<file path="src/bies_cfg.svh">
// constants for the branch and interrupt-mask event selector
//
// What this block does
// - event C4H mask 0CH counts retired taken branches
// - event C4H mask 0FH counts retired mispredicts too
// - event C5H mask 00H counts retired mispredicted branches
// - mispredict count is precise: retired branches only
// - event C6H mask 01H counts interrupt-disabled cycles
// - event C6H mask 02H counts pending-while-disabled cycles
`ifndef BIES_CFG_SVH
`define BIES_CFG_SVH
`define BIES_EVT_BRANCH 8'hc4
`define BIES_EVT_MISPRED 8'hc5
`define BIES_EVT_INTMASK 8'hc6
`define BIES_UM_TAKEN 8'h0c
`define BIES_UM_ALIAS 8'h0f
`define BIES_UM_MISPRED 8'h00
`define BIES_UM_DISABLED 8'h01
`define BIES_UM_PENDING 8'h02
`endif

</file>
<file path="src/bies_pkg.sv">
// types for the branch and interrupt-mask event selector
package bies_pkg;
   // decoded selection
   typedef enum logic [2:0]
   {
      SEL_NONE = 3'b000, // no supported encoding: nothing counts
      SEL_TAKEN = 3'b001, // retired_taken_branch_event
      SEL_ALIAS = 3'b010, // retired_branch_alias_event
      SEL_MISPRED = 3'b011, // retired_mispredicted_branch_event
      SEL_DISABLED = 3'b100, // interrupt_disabled_cycle_event
      SEL_PENDING = 3'b101 // pending_while_disabled_cycle_event
   } bies_sel_type;
endpackage

</file>
<file path="src/bies_event_select.sv">
// event selector producing a registered per-cycle count qualifier
`include "bies_cfg.svh"
module bies_event_select
(
   input wire logic ref_clk_in, // core clock
   input wire logic sys_rst_in, // synchronous reset, active high
   input wire logic [7:0] event_num_in, // programmed event number
   input wire logic [7:0] unit_mask_in, // programmed unit mask
   input wire logic branch_retire_in, // a branch retires this cycle
   input wire logic branch_taken_in, // its actual direction was taken
   input wire logic branch_pred_taken_in, // its predicted direction was taken
   input wire logic int_disabled_in, // interrupt acceptance disabled
   input wire logic int_pending_in, // at least one interrupt pending
   output logic count_qual_out // one count this cycle, straight from a flip-flop
);

   // selection state: the decode is registered so that the sixteen-bit
   // compare never sits in front of the qualifier flip-flop
   bies_pkg::bies_sel_type sel; // registered selection
   bies_pkg::bies_sel_type next_sel; // selection the decode asks for

   // qualifier state
   logic next_count_qual; // qualifier value for the coming edge

   // event terms shared by several selections
   logic retired_taken; // a retired branch that went the taken way
   logic mispred; // a retired branch whose direction was predicted wrong
   logic pending_masked; // a pending interrupt while acceptance is off

   // exact decode of event number and unit mask together; a match on
   // either half alone must not select anything
   always_comb
   begin
      // refused unless one of the five encodings matches in full
      next_sel = bies_pkg::SEL_NONE;
      case ({event_num_in, unit_mask_in})
         // retired taken branches
         {`BIES_EVT_BRANCH, `BIES_UM_TAKEN}: next_sel = bies_pkg::SEL_TAKEN;
         // duplicate of the mispredict count under the branch event
         {`BIES_EVT_BRANCH, `BIES_UM_ALIAS}: next_sel = bies_pkg::SEL_ALIAS;
         // retired mispredicted branches
         {`BIES_EVT_MISPRED, `BIES_UM_MISPRED}: next_sel = bies_pkg::SEL_MISPRED;
         // cycles with interrupt acceptance off
         {`BIES_EVT_INTMASK, `BIES_UM_DISABLED}: next_sel = bies_pkg::SEL_DISABLED;
         // cycles with a pending interrupt held off
         {`BIES_EVT_INTMASK, `BIES_UM_PENDING}: next_sel = bies_pkg::SEL_PENDING;
         // every other pairing, near misses included, counts nothing
         default: next_sel = bies_pkg::SEL_NONE;
      endcase
   end

   // taken counts only at retirement; the prediction plays no part here
   assign retired_taken = branch_retire_in && branch_taken_in;

   // mispredict qualified by retirement only, so work on a discarded
   // path never reaches the count
   assign mispred = branch_retire_in && (branch_taken_in != branch_pred_taken_in);

   // a pending interrupt only counts while acceptance is switched off
   assign pending_masked = int_disabled_in && int_pending_in;

   // qualifier uses the selection registered last cycle; a reprogram
   // therefore lags one edge, the price of the registered decode
   always_comb
   begin
      // nothing counts unless a supported selection is held
      next_count_qual = 1'h0;
      case (sel)
         // one count per retired taken branch
         bies_pkg::SEL_TAKEN: next_count_qual = retired_taken;
         // same source as the dedicated mispredict selection, so counts agree
         bies_pkg::SEL_ALIAS: next_count_qual = mispred;
         // retired mispredicts only
         bies_pkg::SEL_MISPRED: next_count_qual = mispred;
         // level event: high on every masked cycle
         bies_pkg::SEL_DISABLED: next_count_qual = int_disabled_in;
         // level event: high on every cycle with a pending interrupt held off
         bies_pkg::SEL_PENDING: next_count_qual = pending_masked;
         // no selection, or a code the decode never makes
         default: next_count_qual = 1'h0;
      endcase
   end

   // selection register; reset leaves no selection, so the first edge
   // after release can never count
   always_ff @(posedge ref_clk_in)
   begin
      if (sys_rst_in)
      begin
         // cleared in reset
         sel <= bies_pkg::SEL_NONE;
      end
      else
      begin
         // take the decode of this cycle's encoding
         sel <= next_sel;
      end
   end

   // qualifier register; the output leaves straight from this flip-flop
   always_ff @(posedge ref_clk_in)
   begin
      if (sys_rst_in)
      begin
         // no count while the core is in reset
         count_qual_out <= 1'h0;
      end
      else
      begin
         // one edge from event to count
         count_qual_out <= next_count_qual;
      end
   end
endmodule // bies_event_select

</file>
<file path="config.mk">
export PLATFORM = sky130hd
export DESIGN_NAME = bies_event_select
export DESIGN_NICKNAME = d
export VERILOG_FILES = /design/src/bies_pkg.sv /design/src/bies_event_select.sv
export VERILOG_INCLUDE_DIRS = /design/src /design/src/src
export SDC_FILE = /design/constraint.sdc
export NUM_CORES = 1
export LEC_CHECK = 0
export BUFFER_PORTS_ARGS = -buffer_cell sky130_fd_sc_hd__clkbuf_2
export CAP_MARGIN = 20
export CORE_AREA = 2 2 39 41
export CTS_BUF_LIST = sky130_fd_sc_hd__clkbuf_4 sky130_fd_sc_hd__clkbuf_8 sky130_fd_sc_hd__clkbuf_16
export CTS_CLUSTER_DIAMETER = 50
export DETAILED_ROUTE_END_ITERATION = 8
export DIE_AREA = 0 0 41 43
export HOLD_SLACK_MARGIN = 0.12
export SYNTH_ARGS = -nofsm -noshare
export SYNTH_HDL_FRONTEND = slang
export SYNTH_SLANG_ARGS = --single-unit
</file>
<file path="constraint.sdc">
create_clock -name ref_clk_in -period 1.7 [get_ports ref_clk_in]
set_input_delay 0.255 -clock ref_clk_in [delete_from_list [all_inputs] [get_ports ref_clk_in]]
set_output_delay 0.255 -clock ref_clk_in [all_outputs]
set_load 0.03 [all_outputs]
</file>
* After elaboration in Yosys (flattened, before gate mapping)
Cells that the tools add are included.
Widths: inputs -> output; s select.
** Word-level totals
- Bits in registers :: 4
- Input bits :: 23
- Output and inout bits :: 1
- Logic and storage cells :: 19
** Cells by class
- Eq/ne operators :: 11
- Multiplexer cells :: 2
- Reduce and logical (&&, ||, !) cells :: 4
** Operators by type and width (count)
- $eq 16x16->1 const B :: 5
- $pmux 3 s5 :: 1
- $eq 3x2->1 const B :: 2
- $eq 3x3->1 const B :: 2
- $pmux 1 s4 :: 1
- $eq 3x1->1 const B :: 1
- $logic_and 1x1->1 :: 3
- $reduce_or 2->1 :: 1
- $ne 1x1->1 :: 1

* Depth between registers and ports, before layout
Gate-level depths: netlist of run 1.
- Depth after elaboration :: 3
- Depth in mapped cells :: 3
- Gate-level depth less buffers :: 3

* Least setup slack after synthesis of run 1
No wires, ideal clock.
- Kind :: input -> register
- Start :: input port event_num_in[0]
- End :: register sel[0]
- Library setup time :: 0.080 ns
- Arrival :: 0.965 ns
- Required time :: 1.620 ns
- Slack :: 0.656 ns
- Stages on the path :: 2
- Path buffers :: 0
- Cell sequence :: or4_4 > a211oi_2
** Between the ends
- Longest elaborated chain between the ends :: 2
- Elaborated cells between the ends (all ways) :: 6
- Those cells by class :: eq/ne (5); mux (1)
** Ends and longest elaborated chain
- start, declared :: RTL line bies_event_select.sv:7 : input wire logic [7:0] event_num_in,
- $eq 16x16->1 :: RTL line bies_event_select.sv:36 : case ({event_num_in, unit_mask_in})
- $pmux 3 s5 * :: RTL line bies_event_select.sv:36
- end signal, assigned :: RTL line bies_event_select.sv:91 : sel <= bies_pkg::SEL_NONE;
- end signal, assigned :: RTL line bies_event_select.sv:96 : sel <= next_sel;
- end, declared :: RTL line bies_event_select.sv:19 : bies_pkg::bies_sel_type sel;
Every way passes the cells marked *; elsewhere a longest branch is shown, timed or not.
A chain may end at the register's enable or synchronous reset.

* Final worst setup path of run 1
Same ends and word-level chain as after synthesis.

==> results of run 1 <==
==> flip-flops by register name, indices dropped and copies added (netlist names) <==
register        count
sel                 3
count_qual_out      1
==> cell families (layout without fill, tap and decap cells) <==
logic type / after synthesis / after routing
AND/OR/NAND/NOR: 18 / 18
AO/OA/AOI/OAI: 8 / 8
flip-flops: 4 / 4
XOR/XNOR: 1 / 1
buffers and inverters: 0 / 26
==> through the flow <==
stage / cells / setup slack [ps]
floorplan: 31 / 656
global placement: 70 / 512
detailed placement: 70 / 486
finish: 73 / 720
global route: 73 / 643
CTS: 73 / 706
==> synthesized netlist by cell type (2+ instances only) <==
master	number
nor2_1	3
o21ai_0	2
nor2b_1	2
nand2_1	3
dfxtp_1	4
==> power breakdown <==
part / switching, mW / internal, mW
combinational: 0.0175 / 0.0254
sequential: 0.00000120 / 0.0944
clock: 0.0366 / 0.0788
==> how the worst min path moves through the flow <==
stage	startpoint	end	slack, ps
6_report	unit_mask_in[0]	sel[0]	250
5_1_grt	unit_mask_in[0]	sel[0]	250
4_1_cts	unit_mask_in[0]	sel[0]	250
3_5_place_dp	sel[2]	count_qual_out	490
3_3_place_gp	sel[2]	count_qual_out	480
2_1_floorplan	unit_mask_in[0]	sel[0]	320
==> critical path, cell delays in order <==
cell      delay (ps)
clkbuf_2         110
or4_4            530
a211oi_2         220
==> layer usage <==
metal / share of wire (%) / wire (um) / vias up
met5: 0 / 0 / -
met4: 0 / 0 / 0
met3: 16 / 100 / 0
met2: 43 / 263 / 22
met1: 40 / 247 / 121
li1: - / - / 171
==> layout make-up <==
class,count,area (sq um)
Fill cell,158,967
Sequential cell,4,80.1
Tap cell,16,20.0
Timing Repair Buffer,23,115
Multi-Input combinational cell,27,179
Clock buffer,3,22.5
==> flow_summary_export.csv, run 1 <==
group,metric,value,unit
global_routing,grt_pass1_vias,271,
logic_synthesis,ys_ff_latch,4,
placement,place_congestion,0.640,
drt,ant_nets,0,
drt,route.detailed.drc,0,
cts,post_cts_resized,0,
sta,rsz0062_at_grt,"false",
sta,finalSetupViolations,0,
global_routing,grt_max_degree,7,
worst_setup_path,critPathCaptureType,"flop",
logic_synthesis,synth_xor_area_share,3.38,%
drt,first_pass_iters,4,
cts,post-cts-setup-buffers,0,
worst_setup_path,rr_worst_depth,3,
worst_setup_path,r2r-end,"count_qual_out",
global_routing,grt_use_met1,7.37,%
sta,clock_skew,5.27,ps
worst_setup_path,crit_end,"sel[0]",
sta,slew_viol_final,0,
logic_synthesis,synth_top_family_by_area,"simple AND/OR/NAND/NOR gates",
sta,tightest_slew,253,ps
cts,cts_tree,"yes",
final_layout,area_growth,60.9,%
placement,port_buffers,23,
cts,worstSkewPairLatency,230,ps
logic_synthesis,ys.flop_type,"dfxtp_1",
sta,tns,0,ps
logic_synthesis,synth_simple_gate_area_share,43.0,%
cts,numCtsBuffers,3,
worst_setup_path,start_kind,"input port",
global_routing,use_met3,3.14,%
final_layout,fin_area,417,sq um
worst_hold_path,hold_depth,2,
cts,cts_sinks,4,
final_layout,final_common_cell,"clkbuf_2",
outcome,status,"completed",
logic_synthesis,synth_nets,54,
power_and_ir_drop,power,0.253,mW
global_routing,use_met2,12.5,%
drt,wl_per_cell,8.37,um
logic_synthesis,yosys.area.top_type,"dfxtp_1",
logic_synthesis,ys_seq_area_share,30.9,%
logic_synthesis,synth_edf_count,0,
global_routing,busiest_layer,"met2",
worst_setup_path,critical_path_class,"in2reg",
floorplan,die_w,41,um
drt,drt_wl_total,611,um
sta,hold_viol_final,0,
worst_setup_path,crit_path_max_fanout,6,
floorplan,initial_core_util,18.7,%
worst_setup_path,crit_start,"event_num_in[0]",
logic_synthesis,yosys.area.top_type_share,30.9,%
logic_synthesis,synth_area_leaders,"dfxtp_1 (31%), a211oi_2 (4.8%), nor2b_1 (4.8%), nand2_1 (4.3%), nor2_1 (4.3%)",
floorplan,coreArea,1380,sq um
logic_synthesis,synth-async-reset-ratio,0,%
global_routing,grt_overflow,0,
logic_synthesis,yosys_warnings,0,
cts,clk_path_buf_depth,2,
placement,dpl-instance-area,394,sq um
worst_setup_path,cp.arrival,1130,ps
logic_synthesis,ys_types,22,
global_routing,grt_pass1_wl,945,um
worst_setup_path,r2r_start,"sel[1]",
power_and_ir_drop,leakagePower,0.197,nW
global_routing,antenna_found_initial,0,
final_layout,drive_gt1_share,50.9,%
logic_synthesis,synth.cell_area,259,sq um
cts,hold_buffers,0,
sta,fin_crit_sh,57.6,%
worst_setup_path,worstPathRequired,1850,ps
worst_setup_path,r2r_slack,830,ps
final_layout,mostFrequentLayoutCells,"clkbuf_2 (23), dfxtp_1 (4), nor2_1 (3), nand2_1 (3), clkbuf_4 (3)",
drt,initialDrtViolationCount,3,
sta,fmax,1020,MHz
final_layout,antenna_cells,0,
cts,cts_root_buffer,"clkbuf_4",
logic_synthesis,syn_avg_cell_area,8.35,sq um
logic_synthesis,synth_compound_area_share,22.7,%
floorplan,die_h,43,um
logic_synthesis,synthMuxAreaShare,0,%
drt,vias,314,
run,drv_cap,0,
floorplan,rows,14,
sta,min_period,980,ps
sta,slew_headroom,82.9,%
drt,viasPerCell,4.30,
sta,whs,251,ps
cts,path_clk_slew,30,ps
power_and_ir_drop,vdd_drop_max,0.196,mV
final_layout,nets,82,
final_layout,utilization,30.1,%
worst_hold_path,hp-class,"in2reg",
floorplan,die-area,1760,sq um
power_and_ir_drop,power_per_cell_area,606,nW/um^2
logic_synthesis,synth-adder-area-share,0,%
global_routing,grt.total_usage,8.12,%
cts,htreeDepth,1,
logic_synthesis,postSynthCellCount,31,
floorplan,pin_count,24,
(Power assumes the default switching activity.)
==> run 2: changes to the inputs <==
==> constraint.sdc (replaced) <==
create_clock -name ref_clk_in -period 0.9 [get_ports ref_clk_in]
set_input_delay 0.135 -clock ref_clk_in [delete_from_list [all_inputs] [get_ports ref_clk_in]]
set_output_delay 0.135 -clock ref_clk_in [all_outputs]
set_load 0.03 [all_outputs]
==> flow_summary_export.csv, run 2 (synthesis results as in run 1) <==
group,metric,value,unit
drt,route.detailed.drc,0,
cts,cts_sinks,4,
worst_setup_path,rr_worst_depth,3,
floorplan,die_h,43,um
final_layout,top_register,"sel",
worst_setup_path,worstPathRequired,1020,ps
worst_setup_path,cp_num_buf_inv,0,
global_routing,grt.total_usage,9.55,%
cts,clk_path_buf_depth,2,
drt,viasPerCell,4.42,
worst_setup_path,critPathCaptureType,"flop",
final_layout,mostFrequentLayoutCells,"clkbuf_2 (23), buf_4 (5), dfxtp_1 (4)",
cts,htreeDepth,1,
cts,post-cts-setup-buffers,0,
drt,met2WireLength,306,um
final_layout,final_common_cell,"clkbuf_2",
cts,cts_root_buffer,"clkbuf_4",
worst_setup_path,crit_path_max_fanout,4,
floorplan,pin_count,24,
global_routing,grt_pass1_vias,321,
worst_hold_path,hp-class,"in2reg",
sta,fin_crit_sh,97.8,%
floorplan,die_w,41,um
worst_hold_path,hold_depth,3,
final_layout,final_cell_count_no_fill,78,
placement,port_buffers,23,
cts,worstSkewPairLatency,230,ps
sta,min_period,881,ps
sta,fmax,1140,MHz
outcome,status,"completed",
final_layout,nets,87,
drt,ant_nets,0,
worst_setup_path,cp_top_family,"compound AO/OA/AOI/OAI gates",
drt,initialDrtViolationCount,3,
sta,finalSetupViolations,0,
worst_setup_path,start_kind,"flop",
cts,post_cts_resized,0,
power_and_ir_drop,vdd_drop_max,0.351,mV
floorplan,die-area,1760,sq um
floorplan,coreArea,1380,sq um
drt,wl_per_cell,8.94,um
global_routing,antenna_found_initial,0,
global_routing,grt_max_degree,5,
final_layout,area_growth,77.3,%
worst_setup_path,cp.arrival,1000,ps
final_layout,largest_register_ffs,3,
power_and_ir_drop,leakagePower,0.222,nW
global_routing,grt_overflow,0,
worst_setup_path,cp_slowest_stage_delay,320,ps
cts,path_clk_slew,40,ps
sta,clock_skew,2.07,ps
drt,first_pass_iters,2,
drt,wl_met3,114,um
drt,wl_met1,276,um
sta,slew_headroom,83.7,%
worst_setup_path,critical_path_class,"reg2reg",
cts,numCtsBuffers,3,
run,drv_cap,0,
sta,hold_viol_final,0,
final_layout,largestRegisters,"sel (3), count_qual_out (1)",
worst_setup_path,cp_slowest_cell,"dfxtp_1",
sta,tightest_slew,242,ps
sta,rsz0062_at_grt,"false",
final_layout,drive_gt1_share,56.5,%
power_and_ir_drop,power_per_cell_area,1070,nW/um^2
drt,maxUsedRoutingLayer,"met3",
worst_setup_path,worst-path-stages,3,
floorplan,rows,14,
placement,place_congestion,0.577,
sta,slew_viol_final,0,
floorplan,initial_core_util,18.7,%
placement,pre_cts_slack,-148,ps
worst_setup_path,crit_chain,"o21ai_0 -> a21boi_0 -> o211a_1",
global_routing,grt_pass1_wl,1100,um
cts,hold_buffers,0,
drt,vias,345,
drt,drt_wl_total,697,um
power_and_ir_drop,power,0.492,mW
sta,setup_ws,19.5,ps
sta,whs,198,ps
placement,placed_cells,75,
final_layout,antenna_cells,0,
cts,cts_tree,"yes",
## run 2: cell types whose count changed in the layout (fill, tap and decap cells not counted)
| cell | change |
|---|---|
| buf_4 | +5 |
| o21ai_1 | +1 |
| a211oi_1 | -1 |
| o21ai_0 | -1 |
| a211oi_2 | +1 |
## run 2: path summary, 6_finish.rpt
| path | start | endpoint | slack (ps) |
|---|---|---|---|
| setup reg to reg | sel[1] | count_qual_out | 20 |
| hold reg to reg | sel[2] | count_qual_out | 510 |
| setup / recovery | sel[1] | count_qual_out | 20 |
| hold / removal | unit_mask_in[0] | sel[0] | 200 |
## run 2: layout make-up
type                       count  area (sq um)
clock buffer                   3          22.5
fill                         152           925
multi-input combinational     27           184
sequential                     4          80.1
tap                           16          20.0
timing repair buffer          28           153
## run 2: per-stage QoR
| stage | TNS [ps] | util [%] | area [sq um] |
|---|---|---|---|
| global route | 0 | 33.2 | 459 |
| CTS | 0 | 32.8 | 454 |
| finish | 0 | 33.2 | 459 |
| global placement | -303 | 31.2 | 432 |
| floorplan | 0 | - | 259 |
| detailed placement | -324 | 31.2 | 432 |
## run 2: worst min-delay path, cell delays in order
cell and delay, ps:
clkbuf_2 90, buf_4 120, a211oi_2 40
## run 2: report_power, final
part           leakage [nW]  internal [mW]  switching [mW]
clock network        0.0138          0.149          0.0652
logic                 0.176         0.0618          0.0376
registers            0.0322          0.178      0.00000252
## run 2: per-layer routing
layer	GRT usage, %	vias up
met5	0	-
met4	8.00	0
met3	4.71	0
met2	14.4	20
met1	9.03	141
li1	-	184
==> run 3: changes to the inputs <==
--- a/config.mk
+++ b/config.mk
@@ -6,6 +6,7 @@
 export SDC_FILE = /design/constraint.sdc
 export NUM_CORES = 1
 export LEC_CHECK = 0
+export ABC_AREA = 1
 export BUFFER_PORTS_ARGS = -buffer_cell sky130_fd_sc_hd__clkbuf_2
 export CAP_MARGIN = 20
 export CORE_AREA = 2 2 39 41
==> flow_summary_export.csv, run 3 <==
group,metric,value,unit
outcome,status,"completed",
worst_setup_path,crit_path_max_fanout,1,
drt,vias,409,
sta,slew_headroom,89.6,%
floorplan,die_h,43,um
global_routing,grt_overflow,0,
final_layout,layout.area.seq,80.1,sq um
worst_setup_path,cp_num_buf_inv,1,
final_layout,nets,109,
placement,place_congestion,0.769,
drt,wl_per_cell,6.93,um
logic_synthesis,synth.cell_area,320,sq um
cts,worstSkewPairLatency,230,ps
logic_synthesis,synth-async-reset-ratio,0,%
logic_synthesis,yosys.area.top_type_share,25.0,%
global_routing,grt_pass1_vias,370,
final_layout,final_cell_count_no_fill,100,
sta,finalSetupViolations,0,
logic_synthesis,synth_most_common_cell,"nand2_1",
power_and_ir_drop,power,0.493,mW
placement,port_buffers,23,
floorplan,die-area,1760,sq um
final_layout,mostFrequentLayoutCells,"clkbuf_2 (22), nand2_1 (15), nor2_1 (10)",
sta,setup_ws,58.2,ps
drt,first_pass_iters,2,
logic_synthesis,postSynthCellCount,58,
placement,pre_cts_slack,128,ps
worst_setup_path,r2r_slack,130,ps
floorplan,initial_core_util,23.1,%
global_routing,antenna_found_initial,0,
drt,wl_met3,58,um
worst_hold_path,min_to,"count_qual_out",
logic_synthesis,yosys-top-cells-count,"nand2_1 (15), nor2_1 (10), inv_1 (8), nand3_1 (5)",
logic_synthesis,ys.flop_type,"dfxtp_1",
sta,fmax,1190,MHz
cts,clk_path_buf_depth,2,
sta,slew_viol_final,0,
worst_setup_path,cp_top_family,"flip-flops",
global_routing,grt_max_degree,5,
worst_setup_path,r2r_start,"sel[1]",
cts,post_cts_resized,0,
final_layout,final_common_cell,"clkbuf_2",
final_layout,fin_area,478,sq um
cts,post-cts-setup-buffers,0,
worst_setup_path,worstPathRequired,760,ps
worst_setup_path,start_kind,"flop",
run,drv_cap,0,
worst_setup_path,critPathCaptureType,"output pin",
cts,path_clk_slew,40,ps
sta,tns,0,ps
placement,dpl-instance-area,455,sq um
worst_setup_path,r2r-end,"count_qual_out",
cts,cts_tree,"yes",
drt,ant_nets,0,
worst_setup_path,crit_chain,"buf_2",
logic_synthesis,ys_seq_area_share,25.0,%
cts,numCtsBuffers,3,
cts,htreeDepth,1,
worst_hold_path,hold_depth,4,
logic_synthesis,ys_ff_latch,4,
worst_setup_path,cp.arrival,710,ps
final_layout,area_growth,49.2,%
final_layout,multi_input_comb_area,195,sq um
sta,fin_crit_sh,93.5,%
sta,min_period,842,ps
final_layout,antenna_cells,0,
logic_synthesis,ys_types,13,
final_layout,largest_register_ffs,3,
drt,drt_wl_total,693,um
worst_setup_path,rr_worst_depth,4,
final_layout,nFillCells,162,
worst_setup_path,critical_path_class,"reg2out",
sta,rsz0062_at_grt,"false",
global_routing,grt_pass1_wl,1210,um
logic_synthesis,synth_nets,81,
worst_setup_path,cp_slowest_cell,"dfxtp_1",
worst_hold_path,min_from,"sys_rst_in",
floorplan,coreArea,1380,sq um
drt,initialDrtViolationCount,1,
drt,wl_met1,242,um
cts,cts_sinks,4,
drt,maxUsedRoutingLayer,"met4",
logic_synthesis,yosys.area.top_type,"dfxtp_1",
sta,tightest_slew,157,ps
logic_synthesis,syn_avg_cell_area,5.52,sq um
cts,hold_buffers,0,
worst_hold_path,hp-class,"in2reg",
logic_synthesis,synth_edf_count,0,
final_layout,top_register,"sel",
drt,met2WireLength,383,um
power_and_ir_drop,power_per_cell_area,1030,nW/um^2
power_and_ir_drop,vdd_drop_max,0.318,mV
sta,hold_viol_final,0,
placement,placed_cells,97,
worst_setup_path,cp_slowest_stage_delay,290,ps
floorplan,die_w,41,um
global_routing,grt.total_usage,10.3,%
placement,place_hpwl,628,um
drt,viasPerCell,4.09,
final_layout,drive_gt1_share,45.2,%
final_layout,largestRegisters,"sel (3), count_qual_out (1)",
floorplan,pin_count,24,
sta,clock_skew,0.0906,ps
cts,cts_root_buffer,"clkbuf_4",
logic_synthesis,yosys_warnings,0,
power_and_ir_drop,leakagePower,0.283,nW
floorplan,rows,14,
drt,route.detailed.drc,0,
logic_synthesis,synth_area_leaders,"dfxtp_1 (25%), nand2_1 (18%), nor2_1 (12%), inv_1 (9.4%), nand3_1 (7.8%)",
-- run 3: changes by cell type after synthesis, sizes merged, moves of 2 or more --
cell | before | now
nand2 | 3 | 18
nand3 | 1 | 5
nor2 | 3 | 14
inv | 0 | 12
a211oi | 2 | 0
o21ai | 3 | 1
-- run 3: worst register-to-register path: stages, from the launching register on --
cell and delay (ps):
dfxtp_1 320, nand3b_1 170, nand2_1 60, nand3_1 60
nor2_1 90
-- run 3: per-stage QoR --
step | hold slack (ps) | utilization (%)
floorplan | 309 | -
global placement | 418 | 32.9
detailed placement | 421 | 32.9
CTS | 172 | 34.5
global route | 205 | 34.5
finish | 178 | 34.5
-- run 3: how the worst max path moves through the flow --
stage	cells after the start	from	end	slack (ps)
after CTS	1	count_qual_out	count_qual_out	30
after floorplan	4	sel[1]	count_qual_out	210
after detailed placement	4	sel[1]	count_qual_out	130
after global placement	4	sel[1]	count_qual_out	150
after global routing	1	count_qual_out	count_qual_out	10
final	1	count_qual_out	count_qual_out	60
-- run 3: cell families after synthesis --
| group | count (synthesis) | share of synthesized area, % |
|---|---|---|
| AND/OR/NAND/NOR | 40 | 57.8 |
| flip-flops | 4 | 25.0 |
| AO/OA/AOI/OAI | 2 | 3.12 |
| buffers and inverters | 12 | 14.1 |
-- run 3: where the power goes --
part           total [mW]  switching [mW]  internal [mW]
sequential          0.178      0.00000271          0.178
combinational      0.0980          0.0472         0.0508
clock               0.217          0.0678          0.149
-- run 3: cell type report --
class                      instances  area share (%)
clock buffer                       3            4.71
inverter                          12            9.42
multi-input combinational         42            40.8
sequential                         4            16.8
tap                               16            4.19
timing repair buffer              23            24.1
-- run 3: layer usage --
layer	vias to the layer above	GRT usage [%]
met1	171	9.58
met4	0	10.0
met5	-	0
met3	2	1.57
li1	224	-
met2	12	17.2
